$ cat config.mk
export PLATFORM = sky130hd
export DESIGN_NAME = otc_top
export DESIGN_NICKNAME = d
export VERILOG_FILES = /design/src/hw/otc_pkg.sv /design/src/hw/otc_fifo.sv /design/src/hw/otc_top.sv
export SDC_FILE = /design/constraint.sdc
export NUM_CORES = 2
export LEC_CHECK = 0
export ABC_AREA = 1
export CORE_MARGIN = 2
export CORE_UTILIZATION = 55
export CTS_CLUSTER_DIAMETER = 40
export DETAILED_ROUTE_END_ITERATION = 10
export DONT_BUFFER_PORTS = 1
export GPL_TIMING_DRIVEN = 1
export PLACE_DENSITY = 0.75
export SLEW_MARGIN = 20
export SYNTH_ARGS = -nofsm -noshare
export SYNTH_HDL_FRONTEND = slang
export SYNTH_HIERARCHICAL = 1
export SYNTH_SLANG_ARGS = --single-unit
$ cat constraint.sdc
create_clock -name CLK -period 9.1 [get_ports CLK]
set_clock_uncertainty 0.15 [all_clocks]
set_input_delay 1.82 -clock CLK [delete_from_list [all_inputs] [get_ports CLK]]
set_output_delay 1.82 -clock CLK [all_outputs]
set_load 0.02 [all_outputs]
$ cat src/hw/otc_pkg.sv
// Purpose: shared constants and types for the on-chip trace capture block
// Assumes: 24-bit address bus, 16-bit data bus, 8 interrupt request pins
// Notes:   register offsets are word indices on the plain register port
package otc_pkg;
	localparam int ADDR_W  = 24;
	localparam int DATA_W  = 16;
	localparam int IRQ_W   = 8;
	localparam int DEPTH   = 16;
	localparam int PTR_W   = 4;
	localparam int FIFO_DEPTH = 16;
	localparam int CLKS_W  = 8;
	localparam int RADDR_W = 4;
	// register offsets
	localparam logic [3:0] OFS_CTRL   = 4'h0;
	localparam logic [3:0] OFS_AMATCH = 4'h1;
	localparam logic [3:0] OFS_AMASK  = 4'h2;
	localparam logic [3:0] OFS_STATUS = 4'h3;
	localparam logic [3:0] OFS_RPOS   = 4'h4;
	localparam logic [3:0] OFS_RADDR  = 4'h5;
	localparam logic [3:0] OFS_RDATA  = 4'h6;
	localparam logic [3:0] OFS_RINFO  = 4'h7;
	// control fields
	localparam int CTRL_BUS_MODE = 0;
	localparam int CTRL_FULL     = 1;
	localparam int CTRL_SUP_FETCH = 2;
	localparam int CTRL_SUP_DATA = 3;
	localparam int CTRL_SUP_DXC  = 4;
	localparam int CTRL_SUP_DMA  = 5;
	localparam int CTRL_ADDR_EN  = 6;
	localparam logic [6:0] CTRL_RST = 7'h00;
	localparam logic [5:0] AMASK_RST = 6'h00;

	typedef enum logic [2:0] {
		CLS_DMA, CLS_DXC, CLS_FETCH, CLS_DATA, CLS_REFRESH
	} otc_cls_t;

	typedef struct packed {
		logic              valid;
		logic [ADDR_W-1:0] addr;
		logic [DATA_W-1:0] data;
		logic              wr;
		logic [2:0]        area;
		otc_cls_t          cls;
		logic [IRQ_W-1:0]  irq;
	} otc_bus_t;

	typedef struct packed {
		logic              is_bus;
		logic [ADDR_W-1:0] addr;
		logic [DATA_W-1:0] data;
		logic              wr;
		logic [2:0]        area;
		otc_cls_t          cls;
		logic [CLKS_W-1:0] clks;
		logic [IRQ_W-1:0]  irq;
	} otc_rec_t;

	localparam int REC_W = $bits(otc_rec_t);
endpackage

$ cat src/hw/otc_fifo.sv
// Purpose: small valid/ready fifo between the capture filter and the trace store
// Assumes: single clock, asynchronous active-low reset
// Notes:   depth must be a power of two
`timescale 1ns/1ns
module otc_fifo #(
	parameter int WIDTH = 8,
	parameter int DEPTH = 16
) (
	// clock and reset
	input  wire logic             CLK,
	input  wire logic             NRST,
	// fill side
	input  wire logic             in_valid,
	output logic                  in_ready,
	input  wire logic [WIDTH-1:0] in_data,
	// drain side
	output logic                  out_valid,
	input  wire logic             out_ready,
	output logic [WIDTH-1:0]      out_data
);
	localparam int AW = $clog2(DEPTH);
	typedef struct packed {
		logic [AW:0] wp;
		logic [AW:0] rp;
	} otc_fifo_st_t;
	otc_fifo_st_t     st_r, st_nxt;
	logic [WIDTH-1:0] mem [DEPTH];
	logic             full, empty;

	assign full      = (st_r.wp[AW] != st_r.rp[AW]) && (st_r.wp[AW-1:0] == st_r.rp[AW-1:0]);
	assign empty     = st_r.wp == st_r.rp;
	assign in_ready  = !full;
	assign out_valid = !empty;
	assign out_data  = mem[st_r.rp[AW-1:0]];

	always_comb begin
		st_nxt = st_r;
		if (in_valid && !full)
			st_nxt.wp = st_r.wp + 1'b1;
		if (out_ready && !empty)
			st_nxt.rp = st_r.rp + 1'b1;
	end

	always_ff @(posedge CLK or negedge NRST) begin
		if (!NRST)
			st_r <= '0;
		else
			st_r <= st_nxt;
	end

	always_ff @(posedge CLK) begin
		if (in_valid && !full)
			mem[st_r.wp[AW-1:0]] <= in_data;
	end
endmodule

$ cat src/hw/otc_top.sv
// Purpose: on-chip trace capture of branch sources or bus cycles into a circular buffer
// Assumes: observed bus signals are synchronous to CLK; one strobe per event
// Notes:   branch and bus records share one store; newest entry is position +0
//
// Behaviour
// - capture runs alongside the processor, never stalling or slowing it.
// - trace type selects branch or bus records; only that kind is stored.
// - every taken branch stores one record with the branch source address.
// - bus records hold address, data, direction, area, irq pins and cycle class.
// - branch records carry no bus fields; bus records carry no branch type.
// - suppression and address condition apply only in bus recording.
// - full-capture option records every bus cycle regardless of class.
// - four suppress bits each block fetch, data, transfer-controller or dma cycles.
// - optional address condition with per-hex-digit don't-care mask.
// - read position is signed relative to newest entry, +0 newest, older negative.
// - each bus record holds the clock count of its bus cycle.
// - fixed-depth buffer; when full the oldest record is overwritten.
// - stored class tells dma, transfer-controller, fetch, data and refresh apart.
//
// The implementer's own choices: strobed register access and the placing of the registers.
`timescale 1ns/1ns
module otc_top (
	// clock and reset
	input  wire logic                        CLK,
	input  wire logic                        NRST,
	// observed processor side
	input  wire logic                        BRANCH_TAKEN,
	input  wire logic [otc_pkg::ADDR_W-1:0]  BRANCH_SRC,
	input  wire logic                        BUS_START,
	input  wire otc_pkg::otc_bus_t           BUS_END,
	// register port
	input  wire logic [otc_pkg::RADDR_W-1:0] REG_ADDR,
	input  wire logic [31:0]                 REG_WDATA,
	input  wire logic                        REG_WR,
	input  wire logic                        REG_RD,
	output logic [31:0]                      REG_RDATA,
	// status
	output logic                             TRACE_NONEMPTY
);
	typedef struct packed {
		logic [6:0]                  ctrl;
		logic [otc_pkg::ADDR_W-1:0]  amatch;
		logic [5:0]                  amask;
		logic [otc_pkg::PTR_W-1:0]   wptr;
		logic [otc_pkg::PTR_W:0]     count;
		logic [otc_pkg::PTR_W-1:0]   rpos;
		logic [otc_pkg::CLKS_W-1:0]  clks;
		logic [31:0]                 rdata;
		logic                        dropped;
	} otc_st_t;

	otc_st_t           st_r, st_nxt;
	otc_pkg::otc_rec_t store [otc_pkg::DEPTH];
	otc_pkg::otc_rec_t cand, fifo_out, sel_rec;
	logic              cand_valid, fifo_in_ready, fifo_valid;
	logic              bus_mode, addr_hit, class_ok, wr_store;
	logic [otc_pkg::PTR_W-1:0] rd_idx;
	logic [otc_pkg::CLKS_W-1:0] clks_now;

	// count includes the current clock, so a one-clock cycle reads 1
	always_comb begin
		if (BUS_START)
			clks_now = 8'h01;
		else if (st_r.clks != 8'hff)
			clks_now = st_r.clks + 8'h01;
		else
			clks_now = st_r.clks;
	end

	// -----------------------------
	// address digit matching
	// -----------------------------
	function automatic logic digits_match(input logic [otc_pkg::ADDR_W-1:0] a,
		input logic [otc_pkg::ADDR_W-1:0] m, input logic [5:0] msk);
		logic ok;
		ok = 1'b1;
		for (int d = 0; d < 6; d++) begin
			if (!msk[d] && (a[d*4 +: 4] != m[d*4 +: 4]))
				ok = 1'b0;
		end
		return ok;
	endfunction

	// -----------------------------
	// capture filter
	// -----------------------------
	assign bus_mode = st_r.ctrl[otc_pkg::CTRL_BUS_MODE];
	assign addr_hit = !st_r.ctrl[otc_pkg::CTRL_ADDR_EN] ||
		digits_match(BUS_END.addr, st_r.amatch, st_r.amask);

	always_comb begin
		class_ok = 1'b1;
		if (!st_r.ctrl[otc_pkg::CTRL_FULL]) begin
			case (BUS_END.cls)
			otc_pkg::CLS_FETCH: class_ok = !st_r.ctrl[otc_pkg::CTRL_SUP_FETCH];
			otc_pkg::CLS_DATA:  class_ok = !st_r.ctrl[otc_pkg::CTRL_SUP_DATA];
			otc_pkg::CLS_DXC:   class_ok = !st_r.ctrl[otc_pkg::CTRL_SUP_DXC];
			otc_pkg::CLS_DMA:   class_ok = !st_r.ctrl[otc_pkg::CTRL_SUP_DMA];
			default:            class_ok = 1'b1;
			endcase
		end
	end

	always_comb begin
		cand       = '0;
		cand_valid = 1'b0;
		if (bus_mode) begin
			cand_valid  = BUS_END.valid && class_ok && addr_hit;
			cand.is_bus = 1'b1;
			cand.addr   = BUS_END.addr;
			cand.data   = BUS_END.data;
			cand.wr     = BUS_END.wr;
			cand.area   = BUS_END.area;
			cand.cls    = BUS_END.cls;
			cand.irq    = BUS_END.irq;
			cand.clks   = clks_now;
		end else begin
			cand_valid = BRANCH_TAKEN;
			cand.addr  = BRANCH_SRC;
		end
	end

	// -----------------------------
	// decoupling fifo
	// -----------------------------
	// the store always drains, so the fifo never backs up into the core
	otc_fifo #(
		.WIDTH (otc_pkg::REC_W),
		.DEPTH (otc_pkg::FIFO_DEPTH)
	) u_fifo (
		.CLK       (CLK),
		.NRST      (NRST),
		.in_valid  (cand_valid),
		.in_ready  (fifo_in_ready),
		.in_data   (cand),
		.out_valid (fifo_valid),
		.out_ready (1'b1),
		.out_data  (fifo_out)
	);
	assign wr_store = fifo_valid;

	// -----------------------------
	// readout
	// -----------------------------
	// position 0 is newest; rpos holds the negated offset
	assign rd_idx  = st_r.wptr - 4'h1 - st_r.rpos;
	assign sel_rec = store[rd_idx];

	// -----------------------------
	// state update
	// -----------------------------
	always_comb begin
		st_nxt = st_r;
		st_nxt.clks = clks_now;
		if (wr_store) begin
			st_nxt.wptr = st_r.wptr + 4'h1;
			if (st_r.count != 5'h10)
				st_nxt.count = st_r.count + 5'h01;
		end
		if (REG_WR) begin
			if (REG_ADDR == otc_pkg::OFS_CTRL)
				st_nxt.ctrl = REG_WDATA[6:0];
			else if (REG_ADDR == otc_pkg::OFS_AMATCH)
				st_nxt.amatch = REG_WDATA[otc_pkg::ADDR_W-1:0];
			else if (REG_ADDR == otc_pkg::OFS_AMASK)
				st_nxt.amask = REG_WDATA[5:0];
			else if (REG_ADDR == otc_pkg::OFS_RPOS)
				st_nxt.rpos = 4'h0 - REG_WDATA[3:0];
			else if (REG_ADDR == otc_pkg::OFS_STATUS && REG_WDATA[0])
				st_nxt.dropped = 1'b0;
		end
		// set after the clear so an overflow in the clear cycle is kept
		if (cand_valid && !fifo_in_ready)
			st_nxt.dropped = 1'b1;
		st_nxt.rdata = 32'h0;
		if (REG_RD) begin
			if (REG_ADDR == otc_pkg::OFS_CTRL)
				st_nxt.rdata = {25'h0, st_r.ctrl};
			else if (REG_ADDR == otc_pkg::OFS_AMATCH)
				st_nxt.rdata = {8'h0, st_r.amatch};
			else if (REG_ADDR == otc_pkg::OFS_AMASK)
				st_nxt.rdata = {26'h0, st_r.amask};
			else if (REG_ADDR == otc_pkg::OFS_STATUS)
				st_nxt.rdata = {19'h0, st_r.count, st_r.wptr, 3'h0, st_r.dropped};
			else if (REG_ADDR == otc_pkg::OFS_RPOS)
				st_nxt.rdata = {28'h0, 4'h0 - st_r.rpos};
			else if (REG_ADDR == otc_pkg::OFS_RADDR)
				st_nxt.rdata = {sel_rec.is_bus, 7'h0, sel_rec.addr};
			else if (REG_ADDR == otc_pkg::OFS_RDATA)
				st_nxt.rdata = {sel_rec.irq, 8'h0, sel_rec.data};
			else if (REG_ADDR == otc_pkg::OFS_RINFO)
				st_nxt.rdata = {16'h0, sel_rec.clks, sel_rec.wr, sel_rec.area,
					1'b0, sel_rec.cls};
		end
	end

	always_ff @(posedge CLK or negedge NRST) begin
		if (!NRST) begin
			st_r        <= '0;
			st_r.ctrl   <= otc_pkg::CTRL_RST;
			st_r.amask  <= otc_pkg::AMASK_RST;
		end else begin
			st_r <= st_nxt;
		end
	end

	always_ff @(posedge CLK) begin
		if (wr_store)
			store[st_r.wptr] <= fifo_out;
	end

	assign REG_RDATA      = st_r.rdata;
	assign TRACE_NONEMPTY = st_r.count != 5'h00;
endmodule

==> results.yml <==
status:
  outcome: "finished clean"
global_routing:
  fraction_of_met3_tracks_used_by_global_routing_pct: 7.938
  met2_grt_util_pct: 43.54
  largest_net_degree_at_the_start_of_global_routing: 177
  grt_first_pass_wirelength_mm: 341.0
  number_of_antenna_violations_at_the_first_check_in_global_routing: 13
  global_route.overflow_total: 0
  grtUsageTotal_pct: 28.15
  grtUsageMet1_pct: 38.12
  grt-busiest-layer: "met2"
  first_global_vias: 55424
cts:
  cts_buffer_depth: 3
  clock_sink_count: 2149
  post-cts-setup-buffer-count: 0
  cts.repair.resized: 0
  tritoncts: "done"
  tritoncts.num_buffers: 230
  clk_transition_reported_paths_ps: 60
  cts_root_buffer: "clkbuf_16"
  ctsHtreeMaxLevel: 4
  postCtsHoldBufs: 0
  worstSkewPairLatency_ps: 870
sta:
  timing.max_slew.rel_slack_pct: 19.22
  fin_ws_ps: 3901
  totalNegativeSetupSlack_ps: 0
  max_freq_mhz: 192.3
  final-hold-violation-count: 0
  final.period_utilization_pct: 57.13
  setup_violations: 0
  grt_setup_unrepaired: "no"
  tightestPinTransition_ps: 1212
  slew_viol_final: 0
  crit_path_time_final_ps: 5199
detailed_routing:
  wirelength_mm: 230.3
  route.antenna.remaining_nets: 0
  drt-initial-drc-count: 7954
  post-route-drc-count: 0
  routed_via_density: 6.013
  wl_per_cell_um: 24.00
  detail_route.first_pass.iterations: 8
  routed-via-count: 57701
final_layout:
  area_added_between_synthesis_and_finish_pct: 10.61
  fin_nets: 7467
  share_of_post_route_cells_with_drive_strength_above_1_pct: 7.367
  final.fill_count: 11445
setup_path:
  critical_path_peak_fanout: 134
  critical_path.n_buffers_inverters: 5
  crit_path_start_kind: "flop"
  timing.critical_path.mode_cell: "inv_1"
  cp_cell_sequence: "inv_1, ha_4, inv_1, fa_4, inv_8, buf_4, nand3_1, nand3_1, a21oi_1, o31ai_1, o211ai_1, nand2_1, inv_1"
  worstPathArrival_ps: 5790
  setup.worst_path.class: "flop to flop"
  req_time_crit_path_ps: 9690
  crit_path_top_delay_cell: "fa_4"
  cp_top_family: "buffers and inverters"
  critical_path.endpoint_type: "flop"
  critical-path-max-stage-delay_ps: 1030
logic_synthesis:
  synthesized_netlist_cell_count: 7464
  synth.yosys.warnings: 6
  synth_ff_type: "edfxtp_1"
  async_sr_flop_fraction_pct: 4.700
  yosys.cell_types.count: 47
  portion_of_the_post_synthesis_area_used_by_sequential_elements_pct: 73.18
  synth-edff-count: 2048
  ys_seq_elements: 2149
  netlist_area_um2: 87490
  synthesized_area_per_cell_um2: 11.72
die:
  die_width_um: 402.8
  core.rowCount: 146
  start_util_pct: 55.30
  core_region_area_um2: 158200
  dieHeight_um: 402.8
  die-area_um2: 162300
  io_pins: 155
place:
  pre_cts_ws_ps: 3367
  place.gp.congestion: 0.9001
  port_buffers: 0
  hpwl_mm: 121.0
pwr:
  max-vdd-ir-drop_mv: 0.4103
  power.density_nw_per_um2: 398.1
  p_leak_nw: 34.93
worst_hold_path:
  worst_hold_check_path_type: "flop to flop"
flow_run:
  maxCapViolations: 0
==> tightest hold or removal path, delay by kind of cell, from the launching register on <==
family | cells | cell delay [ps]
flops | 1 | 350
compound gates | 1 | 60
simple gates | 1 | 50
==> synthesized netlist by cell type, drive strengths merged, types with 4 or more instances <==
cell	instances	area (um2)
edfxtp	2048	61500
ha	17	212.7
a32o	21	210.2
o21ai	595	2978
o221ai	18	157.7
a221oi	5	43.79
nand3	890	4472
xor2	21	183.9
nor2	861	3237
nor3	11	60.06
a21oi	96	480.5
nand2	2018	7577
dfrtp	101	2527
mux2	17	191.4
inv	180	675.7
o22ai	18	112.6
a31oi	4	25.02
o31ai	11	82.58
clkbuf	165	619.3
nor4	7	43.79
buf	308	1675
a22oi	7	52.55
o211ai	8	60.06
xnor2	21	191.4
==> metrics by stage <==
stage | instances | hold slack, ps | power, mW | area, um2 | util (%)
floorplan | 7469 | 303.0 | 24.31 | 87510 | -
global placement | 9165 | 318.4 | 28.40 | 88960 | 56.24
detailed placement | 9167 | 336.0 | 28.87 | 89010 | 56.27
CTS | 9592 | 350.3 | 38.26 | 96730 | 61.14
global route | 9593 | 383.3 | 40.32 | 96760 | 61.16
finish | 9596 | 351.2 | 38.52 | 96770 | 61.17
==> registers in the layout (all words and copies together) (netlist names) <==
register and flops:
store 1024, u_fifo/mem 1024, st_r 58, REG_RDATA 32, u_fifo/st_r 10, bus_mode 1
==> cell type report <==
cell class	count	area (um2)	area share, %
inverter	182	716.9	0.7409
clock buffer	276	5998	6.199
sequential	2149	64040	66.18
timing repair buffer	99	837.1	0.8650
tap	2072	2592	2.679
antenna	4	10.01	0.01034
clock inverter	149	1719	1.777
multi-input combinational	4665	20850	21.55
==> where the power goes <==
group / switching (mW) / total, mW / internal, mW / leakage, nW
clock: 3.93 / 9.41 / 5.48 / 3.72
sequential: 0.618 / 15.1 / 14.4 / 20.0
combinational: 10.8 / 14.1 / 3.24 / 11.2
total: 15.4 / 38.5 / 23.2 / 34.9
==> logic make-up after synthesis <==
group | Yosys count | share of synthesized area [%]
other cells | 1 | 0.004286
compound gates | 789 | 4.860
xor+xnor | 42 | 0.4291
fa+ha+maj | 18 | 0.2660
mux | 17 | 0.2188
buf+inv | 655 | 3.404
flops | 2149 | 73.18
simple gates | 3793 | 17.63
==> layer usage <==
layer	vias to the layer above	share of wire (%)	wire [um]
li1	25736	-	-
met1	27905	38	86520
met2	3482	46	104900
met3	564	13	30090
met4	14	3.8	8698
met5	-	0.042	97
==> path summary, 6_finish.rpt <==
kind | startpoint | to | slack (ps) | depth (start not counted)
worst max-delay path | st_r[41]$_DFFE_PN0P_ | REG_RDATA[7]$_DFF_PN0_ | 3900 | 13
worst min-delay path | st_r[54]$_DFFE_PN0P_ | st_r[54]$_DFFE_PN0P_ | 350 | 2
min in group asynchronous | NRST | REG_RDATA[14]$_DFF_PN0_ | 500 | 0
worst max register to register | st_r[41]$_DFFE_PN0P_ | REG_RDATA[7]$_DFF_PN0_ | 3900 | 13
max in group asynchronous | NRST | st_r[64]$_DFFE_PN0P_ | 8050 | 0
worst min register to register | st_r[54]$_DFFE_PN0P_ | st_r[54]$_DFFE_PN0P_ | 350 | 2
==> cell usage in the layout, fill, tap and decap left out, drive strengths merged, types with 2 or more instances in the layout <==
cell      instances
edfxtp         2048
nand2          2018
nand3           890
nor2            861
o21ai           595
clkbuf          276
inv             208
dfrtp           101
buf              99
a21oi            96
clkinv           79
bufinv           26
a32o             21
xnor2            21
xor2             21
o22ai            18
o221ai           18
clkinvlp         18
mux2             17
ha               17
o31ai            11
nor3             11
o211ai            8
a22oi             7
nor4              7
conb              6
a221oi            5
diode             4
a31oi             4
nand4             3
o21bai            2
No activity file was read; power rests on OpenSTA's default activity.
